<file path="src/common/wprc_pkg.sv">
// Shared constants and types for the wireless power receiver control block
package wprc_pkg;
  // Converter and table geometry
  localparam int ADC_W      = 12;
  localparam int SET_W      = 24;
  localparam int FOD_SETS   = 10;
  localparam int SYNC_W     = 11;
  // Clock and sampling period
  localparam int CLK_HZ     = 40_000_000;
  localparam int SAMPLE_US  = 100;
  localparam int SAMPLE_CYC = CLK_HZ / 1_000_000 * SAMPLE_US;
  // ADC scaling
  localparam int MV_PER_LSB = 5;
  localparam int MA_PER_LSB = 1;
  // Voltage and current levels
  localparam int RECTIFIED_SUPPLY_NODE_LDO_MV   = 7000;
  localparam int RECTIFIED_SUPPLY_NODE_T1_MV    = 6300;
  localparam int RECTIFIED_SUPPLY_NODE_T2_MV    = 5500;
  localparam int RECTIFIED_SUPPLY_NODE_T3_MV    = 5450;
  localparam int FULL_SYNC_MA   = 300;
  localparam int OVP_DEF_MV     = 9000;
  localparam int OVP_HYST_MV    = 500;
  localparam int BACKOFF_MV     = 500;
  localparam int DEADBAND_MV    = 50;
  localparam int COMM_LOAD_MA   = 40;
  localparam int ISET_DEF_MA    = 1000;
  // Detection offset and window
  localparam int OFFSET_MIN_MW  = -300;
  localparam int OFFSET_MAX_MW  = 300;
  localparam int OFFSET_STEP_MW = 50;
  localparam int FOD_WIN_MW     = 250;
  localparam int PWR_MUL        = 41;
  localparam int PWR_SHIFT      = 13;
  localparam int SLOPE_SHIFT    = 4;
  // Register offsets (byte addresses)
  localparam logic [7:0] REG_CTRL    = 8'h00;
  localparam logic [7:0] REG_VOL_SET = 8'h04;
  localparam logic [7:0] REG_OTP     = 8'h08;
  localparam logic [7:0] REG_STATUS  = 8'h0c;
  localparam logic [7:0] REG_RECTIFIED_SUPPLY_NODE   = 8'h10;
  localparam logic [7:0] REG_IRECT   = 8'h14;
  localparam logic [7:0] REG_IOUT    = 8'h18;
  // Field positions
  localparam int CTRL_SRC_VOL = 0;
  localparam int OTP_IDX_LSB  = 24;
  localparam int SLOPE_LSB    = 0;
  localparam int ICPT_LSB     = 8;
  localparam int STS_STATE    = 0;
  localparam int STS_LDO      = 3;
  localparam int STS_RECT     = 4;
  localparam int STS_ILOAD    = 6;
  localparam int STS_TCLAMP   = 7;
  localparam int STS_ICLAMP   = 8;
  localparam int STS_STAT_N   = 9;
  localparam int STS_FOD      = 10;
  localparam int STS_UVLO_OK  = 11;
  localparam int STS_PXFER    = 12;
  // Reset values
  localparam logic [SET_W-1:0] VOL_SET_RST = 24'h00_0000;
  localparam logic [31:0]      RDATA_RST   = 32'h0000_0000;
  // Rectifier drive modes
  typedef enum logic [1:0] {RECT_DIODE, RECT_HALF, RECT_FULL} wprc_rect_e;
  // Control phases
  typedef enum logic [2:0] {
    ST_IDLE, ST_WAIT, ST_RAMP, ST_RUN, ST_OVIN, ST_EPT
  } wprc_state_e;
endpackage

</file>
<file path="src/rtl/wprc_divider.sv">
// Sample-rate divider producing a one-cycle enable
`timescale 1ns/10ps
module wprc_divider #(
  parameter int DIV = 4000
) (
  input  wire logic clk_sys_in,
  input  wire logic rst_n_in,
  output logic      tick_out
);
  localparam int CW = (DIV > 1) ? $clog2(DIV) : 1;

  typedef struct packed {
    logic [CW-1:0] cnt;
    logic          tick;
  } wprc_div_s;

  wprc_div_s s_reg;
  wprc_div_s s_next;

  if (DIV < 2) begin : g_chk
    $error("wprc_divider: DIV must be at least 2");
  end

  // Count up the period, pulse at wrap
  always_comb begin
    s_next      = s_reg;
    s_next.tick = 1'b0;
    if (s_reg.cnt == CW'(DIV - 1)) begin
      s_next.cnt  = '0;
      s_next.tick = 1'b1;
    end else begin
      s_next.cnt = s_reg.cnt + 1'b1;
    end
  end

  // State register
  always_ff @(posedge clk_sys_in or negedge rst_n_in) begin
    if (!rst_n_in) begin
      s_reg <= '0;
    end else begin
      s_reg <= s_next;
    end
  end

  assign tick_out = s_reg.tick;
endmodule

</file>
<file path="src/rtl/wprc_rx_ctrl.sv">
// Wireless power receiver control: loop, regulator gate, clamps, detection
//
// Chosen here: the register addresses and the strobed register port.
`timescale 1ns/10ps
module wprc_rx_ctrl
  import wprc_pkg::*;
#(
  parameter int OVP_MV   = OVP_DEF_MV,
  parameter int HYST_MV  = OVP_HYST_MV,
  parameter int ISET_MA  = ISET_DEF_MA,
  parameter int DBAND_MV = DEADBAND_MV,
  parameter int LOAD_MA  = COMM_LOAD_MA
) (
  input  wire logic             clk_sys_in,
  input  wire logic             rst_n_in,
  input  wire logic [7:0]       reg_addr_in,
  input  wire logic [31:0]      reg_wdata_in,
  input  wire logic             reg_wr_in,
  input  wire logic             reg_rd_in,
  output logic      [31:0]      reg_rdata_out,
  output logic                  adc_start_out,
  input  wire logic             adc_done_in,
  input  wire logic [ADC_W-1:0] adc_rectified_supply_node_in,
  input  wire logic [ADC_W-1:0] adc_irect_in,
  input  wire logic [ADC_W-1:0] adc_iout_in,
  input  wire logic             uvlo_ok_in,
  input  wire logic             vin_over_in,
  input  wire logic             en_pin_in,
  input  wire logic             power_xfer_in,
  input  wire logic [3:0]       detect_table_select_in,
  input  wire logic [3:0]       detect_offset_select_in,
  output logic                  freq_down_out,
  output logic                  freq_up_out,
  output logic                  ept_req_out,
  output logic                  ldo_en_out,
  output logic                  internal_load_out,
  output logic      [1:0]       rect_mode_out,
  output logic                  tank_clamp_out,
  output logic                  input_clamp_out,
  output logic                  stat_n_out,
  output logic                  fod_flag_out
);
  // Thresholds in ADC codes
  localparam logic [ADC_W-1:0] V7_CODE   = ADC_W'(RECTIFIED_SUPPLY_NODE_LDO_MV / MV_PER_LSB);
  localparam logic [ADC_W-1:0] VT1_CODE  = ADC_W'(RECTIFIED_SUPPLY_NODE_T1_MV / MV_PER_LSB);
  localparam logic [ADC_W-1:0] VT2_CODE  = ADC_W'(RECTIFIED_SUPPLY_NODE_T2_MV / MV_PER_LSB);
  localparam logic [ADC_W-1:0] VT3_CODE  = ADC_W'(RECTIFIED_SUPPLY_NODE_T3_MV / MV_PER_LSB);
  localparam logic [ADC_W-1:0] VBK_CODE  =
    ADC_W'((RECTIFIED_SUPPLY_NODE_LDO_MV - BACKOFF_MV) / MV_PER_LSB);
  localparam logic [ADC_W-1:0] OVP_CODE  = ADC_W'(OVP_MV / MV_PER_LSB);
  localparam logic [ADC_W-1:0] OVPR_CODE =
    ADC_W'((OVP_MV - HYST_MV) / MV_PER_LSB);
  localparam logic [ADC_W-1:0] DB_CODE   = ADC_W'(DBAND_MV / MV_PER_LSB);
  localparam logic [ADC_W-1:0] FULL_CODE = ADC_W'(FULL_SYNC_MA / MA_PER_LSB);
  localparam logic [ADC_W-1:0] LOAD_CODE = ADC_W'(LOAD_MA / MA_PER_LSB);
  localparam logic [15:0]      ISET_CODE = 16'(ISET_MA / MA_PER_LSB);
  localparam logic [3:0]       OFF_LAST  =
    4'((OFFSET_MAX_MW - OFFSET_MIN_MW) / OFFSET_STEP_MW);

  if (OVP_MV <= HYST_MV || HYST_MV < 1 || ISET_MA < 10 ||
      OVP_MV / MV_PER_LSB >= (1 << ADC_W) || DBAND_MV < 0 ||
      LOAD_MA < 0) begin : g_chk
    $error("wprc_rx_ctrl: parameter out of range");
  end

  typedef struct packed {
    wprc_state_e                  st;
    logic [ADC_W-1:0]             rectified_supply_node;
    logic [ADC_W-1:0]             irect;
    logic [ADC_W-1:0]             iout;
    logic                         sample_new;
    logic                         src_vol;
    logic [SET_W-1:0]             vol_set;
    logic [FOD_SETS-1:0][SET_W-1:0] otp;
    logic [FOD_SETS-1:0]          otp_used;
    logic                         adc_start;
    logic                         down;
    logic                         up;
    logic                         ept;
    logic                         ldo;
    logic                         iload;
    logic [1:0]                   rect;
    logic                         tclamp;
    logic                         iclamp;
    logic                         stat_n;
    logic                         fod;
    logic [31:0]                  rdata;
  } wprc_ctrl_s;

  wprc_ctrl_s s_reg;
  wprc_ctrl_s s_next;

  logic                rst_meta_reg;
  logic                rst_sync_reg;
  logic                tick;
  logic [SYNC_W-1:0]   pins_sync;
  logic                en_s;
  logic                vin_s;
  logic                uvlo_s;
  logic [3:0]          tsel_s;
  logic [3:0]          osel_s;
  logic [ADC_W-1:0]    target;
  logic [15:0]         iout_x10;
  logic [15:0]         iout_x5;
  logic [15:0]         iout_x10q;
  logic [3:0]          tsel_c;
  logic [3:0]          osel_c;
  logic [SET_W-1:0]    fod_set;
  logic [23:0]         prod_vi;
  logic [31:0]         meas_mw;
  logic signed [31:0]  ref_mw;
  logic signed [31:0]  off_mw;
  logic signed [31:0]  diff_mw;
  logic                act;

  // Reset release through two flops
  always_ff @(posedge clk_sys_in or negedge rst_n_in) begin
    if (!rst_n_in) begin
      rst_meta_reg <= 1'b0;
      rst_sync_reg <= 1'b0;
    end else begin
      rst_meta_reg <= 1'b1;
      rst_sync_reg <= rst_meta_reg;
    end
  end

  // Asynchronous pins and selector straps
  wprc_sync #(.W(SYNC_W)) u_sync (
    .clk_sys_in (clk_sys_in),
    .rst_n_in   (rst_sync_reg),
    .pins_in    ({en_pin_in, vin_over_in, uvlo_ok_in,
                  detect_table_select_in, detect_offset_select_in}),
    .pins_out   (pins_sync)
  );

  // Periodic sample strobe
  wprc_divider #(.DIV(SAMPLE_CYC)) u_div (
    .clk_sys_in (clk_sys_in),
    .rst_n_in   (rst_sync_reg),
    .tick_out   (tick)
  );

  assign {en_s, vin_s, uvlo_s, tsel_s, osel_s} = pins_sync;

  // Load-dependent voltage target
  always_comb begin
    iout_x10  = 16'(s_reg.iout) * 16'h000a;
    iout_x5   = 16'(s_reg.iout) * 16'h0005;
    iout_x10q = 16'(s_reg.iout) * 16'h000a;
    target    = V7_CODE;
    if (s_reg.st == ST_OVIN) begin
      target = VBK_CODE;
    end else if (s_reg.st == ST_RUN) begin
      if (iout_x10 < ISET_CODE) begin
        target = V7_CODE;
      end else if (iout_x5 < ISET_CODE) begin
        target = VT1_CODE;
      end else if (iout_x10q < 16'(ISET_CODE * 4)) begin
        target = VT2_CODE;
      end else begin
        target = VT3_CODE;
      end
    end
  end

  // Detection setting, offset and power comparison
  always_comb begin
    tsel_c  = (tsel_s < 4'(FOD_SETS)) ? tsel_s : 4'(FOD_SETS - 1);
    osel_c  = (osel_s > OFF_LAST) ? OFF_LAST : osel_s;
    fod_set = s_reg.src_vol ? s_reg.vol_set : s_reg.otp[tsel_c];
    off_mw  = 32'(OFFSET_MIN_MW) +
              32'(OFFSET_STEP_MW) * $signed({28'h000_0000, osel_c});
    prod_vi = 24'(s_reg.rectified_supply_node) * 24'(s_reg.irect);
    meas_mw = (32'(prod_vi) * 32'(PWR_MUL)) >> PWR_SHIFT;
    ref_mw  = 32'($signed(fod_set[ICPT_LSB +: 16])) + off_mw +
              $signed(32'((20'(fod_set[SLOPE_LSB +: 8]) * 20'(s_reg.irect))
                          >> SLOPE_SHIFT));
    diff_mw = $signed(meas_mw) - ref_mw;
    if (diff_mw < 0) begin
      diff_mw = -diff_mw;
    end
  end

  // Control phases, loop decisions, drives and register port
  always_comb begin
    s_next           = s_reg;
    s_next.adc_start = tick;
    s_next.down      = 1'b0;
    s_next.up        = 1'b0;
    s_next.ept       = 1'b0;
    s_next.rdata     = RDATA_RST;
    act = s_reg.sample_new &&
          (s_reg.st == ST_RAMP || s_reg.st == ST_RUN ||
           s_reg.st == ST_OVIN);

    // Loop decision from the latest sample only
    if (s_reg.sample_new) begin
      s_next.sample_new = 1'b0;
      if (act && (13'(s_reg.rectified_supply_node) + 13'(DB_CODE) < 13'(target))) begin
        s_next.down = 1'b1;
      end else if (act && (s_reg.rectified_supply_node > target + DB_CODE)) begin
        s_next.up = 1'b1;
      end
      if (s_reg.rectified_supply_node > OVP_CODE) begin
        s_next.tclamp = 1'b1;
      end else if (s_reg.rectified_supply_node < OVPR_CODE) begin
        s_next.tclamp = 1'b0;
      end
      s_next.fod = (s_reg.st == ST_RUN) &&
                   (diff_mw > 32'(FOD_WIN_MW));
    end

    // Capture a finished conversion; set wins over the clear above
    if (adc_done_in) begin
      s_next.rectified_supply_node      = adc_rectified_supply_node_in;
      s_next.irect      = adc_irect_in;
      s_next.iout       = adc_iout_in;
      s_next.sample_new = 1'b1;
    end

    // Phase sequencing, highest priority first
    if (!uvlo_s) begin
      s_next.st = ST_IDLE;
    end else if (en_s) begin
      if (s_reg.st != ST_EPT) begin
        s_next.ept = 1'b1;
      end
      s_next.st = ST_EPT;
    end else if (vin_s) begin
      s_next.st = ST_OVIN;
    end else begin
      case (s_reg.st)
        ST_IDLE: begin
          s_next.st = ST_WAIT;
        end
        ST_WAIT: begin
          if (power_xfer_in) begin
            s_next.st = ST_RAMP;
          end
        end
        ST_RAMP: begin
          if (!power_xfer_in) begin
            s_next.st = ST_WAIT;
          end else if (s_reg.rectified_supply_node >= V7_CODE) begin
            s_next.st = ST_RUN;
          end
        end
        ST_RUN: begin
          if (!power_xfer_in) begin
            s_next.st = ST_WAIT;
          end
        end
        ST_OVIN: begin
          s_next.st = ST_WAIT;
        end
        ST_EPT: begin
          s_next.st = ST_IDLE;
        end
        default: begin
          s_next.st = ST_IDLE;
        end
      endcase
    end

    // Outputs derived from the coming phase, lockout and current samples
    s_next.ldo    = (s_next.st == ST_RUN);
    s_next.iclamp = (s_next.st == ST_OVIN);
    s_next.stat_n = (s_next.st != ST_RUN);
    if (!uvlo_s) begin
      s_next.rect = RECT_DIODE;
    end else if (s_next.irect > FULL_CODE) begin
      s_next.rect = RECT_FULL;
    end else begin
      s_next.rect = RECT_HALF;
    end
    if (s_next.st == ST_IDLE) begin
      s_next.iload = 1'b1;
    end else if (s_reg.iout >= LOAD_CODE) begin
      s_next.iload = 1'b0;
    end

    // Register writes
    if (reg_wr_in) begin
      case (reg_addr_in)
        REG_CTRL: begin
          s_next.src_vol = reg_wdata_in[CTRL_SRC_VOL];
        end
        REG_VOL_SET: begin
          s_next.vol_set = reg_wdata_in[SET_W-1:0];
        end
        REG_OTP: begin
          for (int i = 0; i < FOD_SETS; i++) begin
            if (reg_wdata_in[OTP_IDX_LSB +: 4] == 4'(i) &&
                !s_reg.otp_used[i]) begin
              s_next.otp[i]      = reg_wdata_in[SET_W-1:0];
              s_next.otp_used[i] = 1'b1;
            end
          end
        end
        default: begin
        end
      endcase
    end

    // Register reads, data in the following cycle
    if (reg_rd_in) begin
      case (reg_addr_in)
        REG_CTRL: begin
          s_next.rdata[CTRL_SRC_VOL] = s_reg.src_vol;
        end
        REG_VOL_SET: begin
          s_next.rdata[SET_W-1:0] = s_reg.vol_set;
        end
        REG_OTP: begin
          s_next.rdata[FOD_SETS-1:0] = s_reg.otp_used;
        end
        REG_STATUS: begin
          s_next.rdata[STS_STATE +: 3] = s_reg.st;
          s_next.rdata[STS_LDO]        = s_reg.ldo;
          s_next.rdata[STS_RECT +: 2]  = s_reg.rect;
          s_next.rdata[STS_ILOAD]      = s_reg.iload;
          s_next.rdata[STS_TCLAMP]     = s_reg.tclamp;
          s_next.rdata[STS_ICLAMP]     = s_reg.iclamp;
          s_next.rdata[STS_STAT_N]     = s_reg.stat_n;
          s_next.rdata[STS_FOD]        = s_reg.fod;
          s_next.rdata[STS_UVLO_OK]    = uvlo_s;
          s_next.rdata[STS_PXFER]      = power_xfer_in;
        end
        REG_RECTIFIED_SUPPLY_NODE: begin
          s_next.rdata[ADC_W-1:0] = s_reg.rectified_supply_node;
        end
        REG_IRECT: begin
          s_next.rdata[ADC_W-1:0] = s_reg.irect;
        end
        REG_IOUT: begin
          s_next.rdata[ADC_W-1:0] = s_reg.iout;
        end
        default: begin
          s_next.rdata = RDATA_RST;
        end
      endcase
    end
  end

  // State register
  always_ff @(posedge clk_sys_in or negedge rst_sync_reg) begin
    if (!rst_sync_reg) begin
      s_reg         <= '0;
      s_reg.st      <= ST_IDLE;
      s_reg.vol_set <= VOL_SET_RST;
      s_reg.iload   <= 1'b1;
      s_reg.stat_n  <= 1'b1;
      s_reg.rect    <= RECT_DIODE;
    end else begin
      s_reg <= s_next;
    end
  end

  // Outputs straight from the state register
  assign reg_rdata_out     = s_reg.rdata;
  assign adc_start_out     = s_reg.adc_start;
  assign freq_down_out     = s_reg.down;
  assign freq_up_out       = s_reg.up;
  assign ept_req_out       = s_reg.ept;
  assign ldo_en_out        = s_reg.ldo;
  assign internal_load_out = s_reg.iload;
  assign rect_mode_out     = s_reg.rect;
  assign tank_clamp_out    = s_reg.tclamp;
  assign input_clamp_out   = s_reg.iclamp;
  assign stat_n_out        = s_reg.stat_n;
  assign fod_flag_out      = s_reg.fod;
endmodule

</file>
<file path="src/rtl/wprc_sync.sv">
// Three-stage pin synchroniser with agreement filter
`timescale 1ns/10ps
module wprc_sync #(
  parameter int W = 1
) (
  input  wire logic         clk_sys_in,
  input  wire logic         rst_n_in,
  input  wire logic [W-1:0] pins_in,
  output logic      [W-1:0] pins_out
);
  typedef struct packed {
    logic [W-1:0] s1;
    logic [W-1:0] s2;
    logic [W-1:0] s3;
    logic [W-1:0] q;
  } wprc_sync_s;

  wprc_sync_s s_reg;
  wprc_sync_s s_next;

  if (W < 1) begin : g_chk
    $error("wprc_sync: W must be at least 1");
  end

  // Shift chain; output follows once stages two and three agree
  always_comb begin
    s_next    = s_reg;
    s_next.s1 = pins_in;
    s_next.s2 = s_reg.s1;
    s_next.s3 = s_reg.s2;
    s_next.q  = (s_reg.s2 & s_reg.s3) | (s_reg.q & (s_reg.s2 | s_reg.s3));
  end

  // State register
  always_ff @(posedge clk_sys_in or negedge rst_n_in) begin
    if (!rst_n_in) begin
      s_reg <= '0;
    end else begin
      s_reg <= s_next;
    end
  end

  assign pins_out = s_reg.q;
endmodule

</file>
<file path="config.mk">
export PLATFORM = sky130hd
export DESIGN_NAME = wprc_rx_ctrl
export DESIGN_NICKNAME = d
export VERILOG_FILES = /design/src/common/wprc_pkg.sv /design/src/rtl/wprc_divider.sv /design/src/rtl/wprc_rx_ctrl.sv /design/src/rtl/wprc_sync.sv
export SDC_FILE = /design/constraint.sdc
export NUM_CORES = 1
export LEC_CHECK = 0
export ABC_AREA = 1
export ABC_CLOCK_PERIOD_IN_PS = 17300
export BUFFER_PORTS_ARGS = -buffer_cell sky130_fd_sc_hd__buf_2
export CORE_MARGIN = 2
export CORE_UTILIZATION = 46
export CTS_CLUSTER_SIZE = 14
export DETAILED_ROUTE_END_ITERATION = 6
export PLACE_DENSITY_LB_ADDON = 0.08
export SLEW_MARGIN = 20
export SYNTH_ARGS = -nofsm -noshare
export SYNTH_HDL_FRONTEND = slang
export SYNTH_SLANG_ARGS = --single-unit
</file>
<file path="constraint.sdc">
create_clock -name clk_sys_in -period 17.3 [get_ports clk_sys_in]
set_clock_uncertainty 0.05 [all_clocks]
set_input_delay 3.46 -clock clk_sys_in [delete_from_list [all_inputs] [get_ports clk_sys_in]]
set_output_delay 3.46 -clock clk_sys_in [all_outputs]
set_load 0.02 [all_outputs]
</file>
==> out/results.tsv <==
stage	metric	value	unit
worst_setup_path	crit_slowest_cell	o311ai_1	
sta	max_freq	80.6	MHz
yosys	synthArstFlopShare	100	%
cts	htree_levels	2	
yosys	ys_warn_count	0	
cts	tritoncts	done	
cts	ctsHoldBuffers	0	
global_route	grt_usage	25.2	%
yosys	synth_cell_type_count	67	
global_route	use_met1	34.9	%
run_status	status	complete, no violations	
flow_run	maxCapViolCount	0	
yosys	ys_ff_latch	410	
detailed_routing	wl_per_cell	18.1	um
sta	finalCritPeriodShare	71.7	%
finish	regArea	10300	sq um
worst_setup_path	critPathLaunchType	flop	
global_route	use_met3	2.04	%
finish	area_growth	7.82	%
yosys	synth_area_per_cell	7.99	sq um
worst_setup_path	cp_top_family	adder cells	
floorplanning	start_util	46.3	%
worst_setup_path	critical-path-max-stage-delay	0.66	ns
cts	cts_root_buf	clkbuf_16	
worst_setup_path	cp_max_fo	55	
placed_design	portBuffers	124	
global_route	grt_max_degree	81	
detailed_routing	ant_nets	0	
finish	largest_reg_flops	315	
finish	final_common_cell	nand2_1	
detailed_routing	vias_per_cell	5.27	
yosys	synth_top_family_by_area	adder cells	
floorplanning	dieArea	71100	sq um
sta	drv_slew	0	
yosys	synth_area_leaders	dfrtp_1 32%, fa_1 12%, nand2_1 12%	
cts	post_cts_resized	0	
detailed_routing	dr.first_iter.drc_count	1720	
detailed_routing	via_count	25700	
yosys	yosys.area.top_type	dfrtp_1	
yosys	muxShareOfSynthArea	0	%
worst_setup_path	endpoint_kind	flop	
floorplanning	die_w	267	um
global_route	grt_pass1_vias	25100	
finish	fin_nets	4527	
cts	clk_latency	0.57	ns
worst_setup_path	worstPathBufferInverterCount	14	
yosys	netlist_area	31700	sq um
sta	worst_pin_slew	1.11	ns
detailed_routing	wl	88600	um
cts	numCtsBuffers	44	
sta	slew_headroom	24.9	%
min_path	hold_depth	0	
global_route	grt_pass1_wl	140000	um
global_route	antenna_found_initial	0	
min_path	hold_end	rst_sync_reg	
worst_setup_path	r2r_start	u_sync.pins_out[7]	
global_route	grt_remaining_overflow	0	
worst_setup_path	ff2ff_path_depth	54	
global_route	top_usage_layer	met2	
finish	final_cell_mix	996 x nand2_1, 591 x inv_1, 411 x o21ai_0	
detailed_routing	first_pass_iters	7	
yosys	synthFlopType	dfrtp_1	
worst_setup_path	r2r_setup_slack	4.89	ns
global_route	grt_util_met2	42.5	%
yosys	synth_fa_ha_area_share	23.5	%
worst_setup_path	criticalPathCategory	flop to flop	
finish	drive_gt1_share	7.83	%
min_path	worstHoldStart	rst_meta_reg	
worst_setup_path	cp_data_arrival_time	12.87	ns
finish	fillers	6917	
floorplanning	coreArea	68500	sq um
floorplanning	rows	96	
cts	post_cts_buffers	0	
sta	rsz0062_at_grt	no	
min_path	hold_class	flop to flop	
sta	finalSetupViolCount	0	
worst_setup_path	reg2reg_to	fod_flag_out	
finish	antennaDiodeCount	0	
yosys	synthCells	3972	
floorplanning	chipHeight	267	um
cts	clkSlewWorstSetupHoldPaths	0.06	ns
yosys	synth-edff-count	0	
yosys	synth_xor_area_share	2.29	%
floorplanning	ioPinCount	137	
placed_design	gp_congestion	0.886	
yosys	yosysSeqAreaShare	32.4	%
yosys	synth_top_area_share	32.2	%
sta	setup-tns-final	0	ns
cts	numClockSinks	410	
detailed_routing	drc	0	
yosys	synth_compound_gate_area_share	12.7	%
finish	multiInputGateArea	18200	sq um
sta	hold_viol	0	
sta	layout_min_cycle_time	12.41	ns
placed_design	hpwl	63200	um
yosys	synth-simple-area-share	18.5	%
worst_setup_path	crit_required	17.76	ns
cts	cts.path.max_buffers	3	
-- area by class of cell --
cell class,count,share of cell area (%)
tap,882,3.23
multi-input combinational,2741,53.2
clock buffer,61,3.64
timing repair buffer,163,2.68
clock inverter,19,0.622
sequential,410,30.0
inverter,604,6.63
-- cells in the mapped netlist, drive strengths merged, types with 12 or more instances --
master     n
a21o      12
a21oi    151
a221oi    12
a31oi     19
buf       86
clkbuf   139
dfrtp    408
fa       195
ha       275
inv      601
nand2   1022
nand3    114
nand4     18
nor2     237
nor3      30
o211ai    12
o21ai    424
o22ai     30
o311ai    12
xnor2     24
xor2      58
-- through the flow --
stage                     cells  utilization [%]  cell area [sq um]  setup WS [ns]  hold WS [ns]
after floorplan            3980                -              31700           4.98         0.281
after global placement     4800             47.8              32700           4.96         0.283
after detailed placement   4800             47.8              32700           4.89         0.287
after CTS                  4880             49.9              34200           4.88         0.296
after global routing       4880             49.9              34200           4.07         0.304
final                      4880             49.9              34200           4.89         0.297
-- layer usage --
layer / vias up / part of all wire [%]
li1: 12600 / -
met4: 0 / 2.6
met3: 119 / 4.1
met2: 565 / 48
met1: 12500 / 45
met5: - / 0
-- cells by family after synthesis --
kind of cell               after synthesis
xor gates and xnor gates                82
DFF                                    410
and+or+nand+nor                       1448
AOI/OAI and AO/OA                      720
other                                    2
adders and majority gates              481
buffers and inverters                  829
-- worst register-to-register path: cells and delay by family (launching register included) --
kind / cells / cell delay [ns]
flip-flops: 1 / 0.32
adder cells (fa/ha/maj): 9 / 3.97
AO/OA/AOI/OAI: 10 / 2.40
buffers and inverters: 14 / 2.86
AND/OR/NAND/NOR: 20 / 2.59
XOR/XNOR: 1 / 0.17
-- how the worst max path moves through the flow --
stage,startpoint,end,slack [ns],cells past startpoint
floorplan,rst_sync_reg,adc_start_out,4.98,0
global placement,u_sync.pins_out[7],fod_flag_out,4.96,54
detailed placement,u_sync.pins_out[7],fod_flag_out,4.89,51
CTS,u_sync.pins_out[7],fod_flag_out,4.88,51
global route,u_sync.pins_out[7],fod_flag_out,4.07,54
finish,u_sync.pins_out[7],fod_flag_out,4.89,54
Power is left out: the tool's default activity adds up to more than one toggle a clock period on the data nets, which glitch-free logic cannot reach.
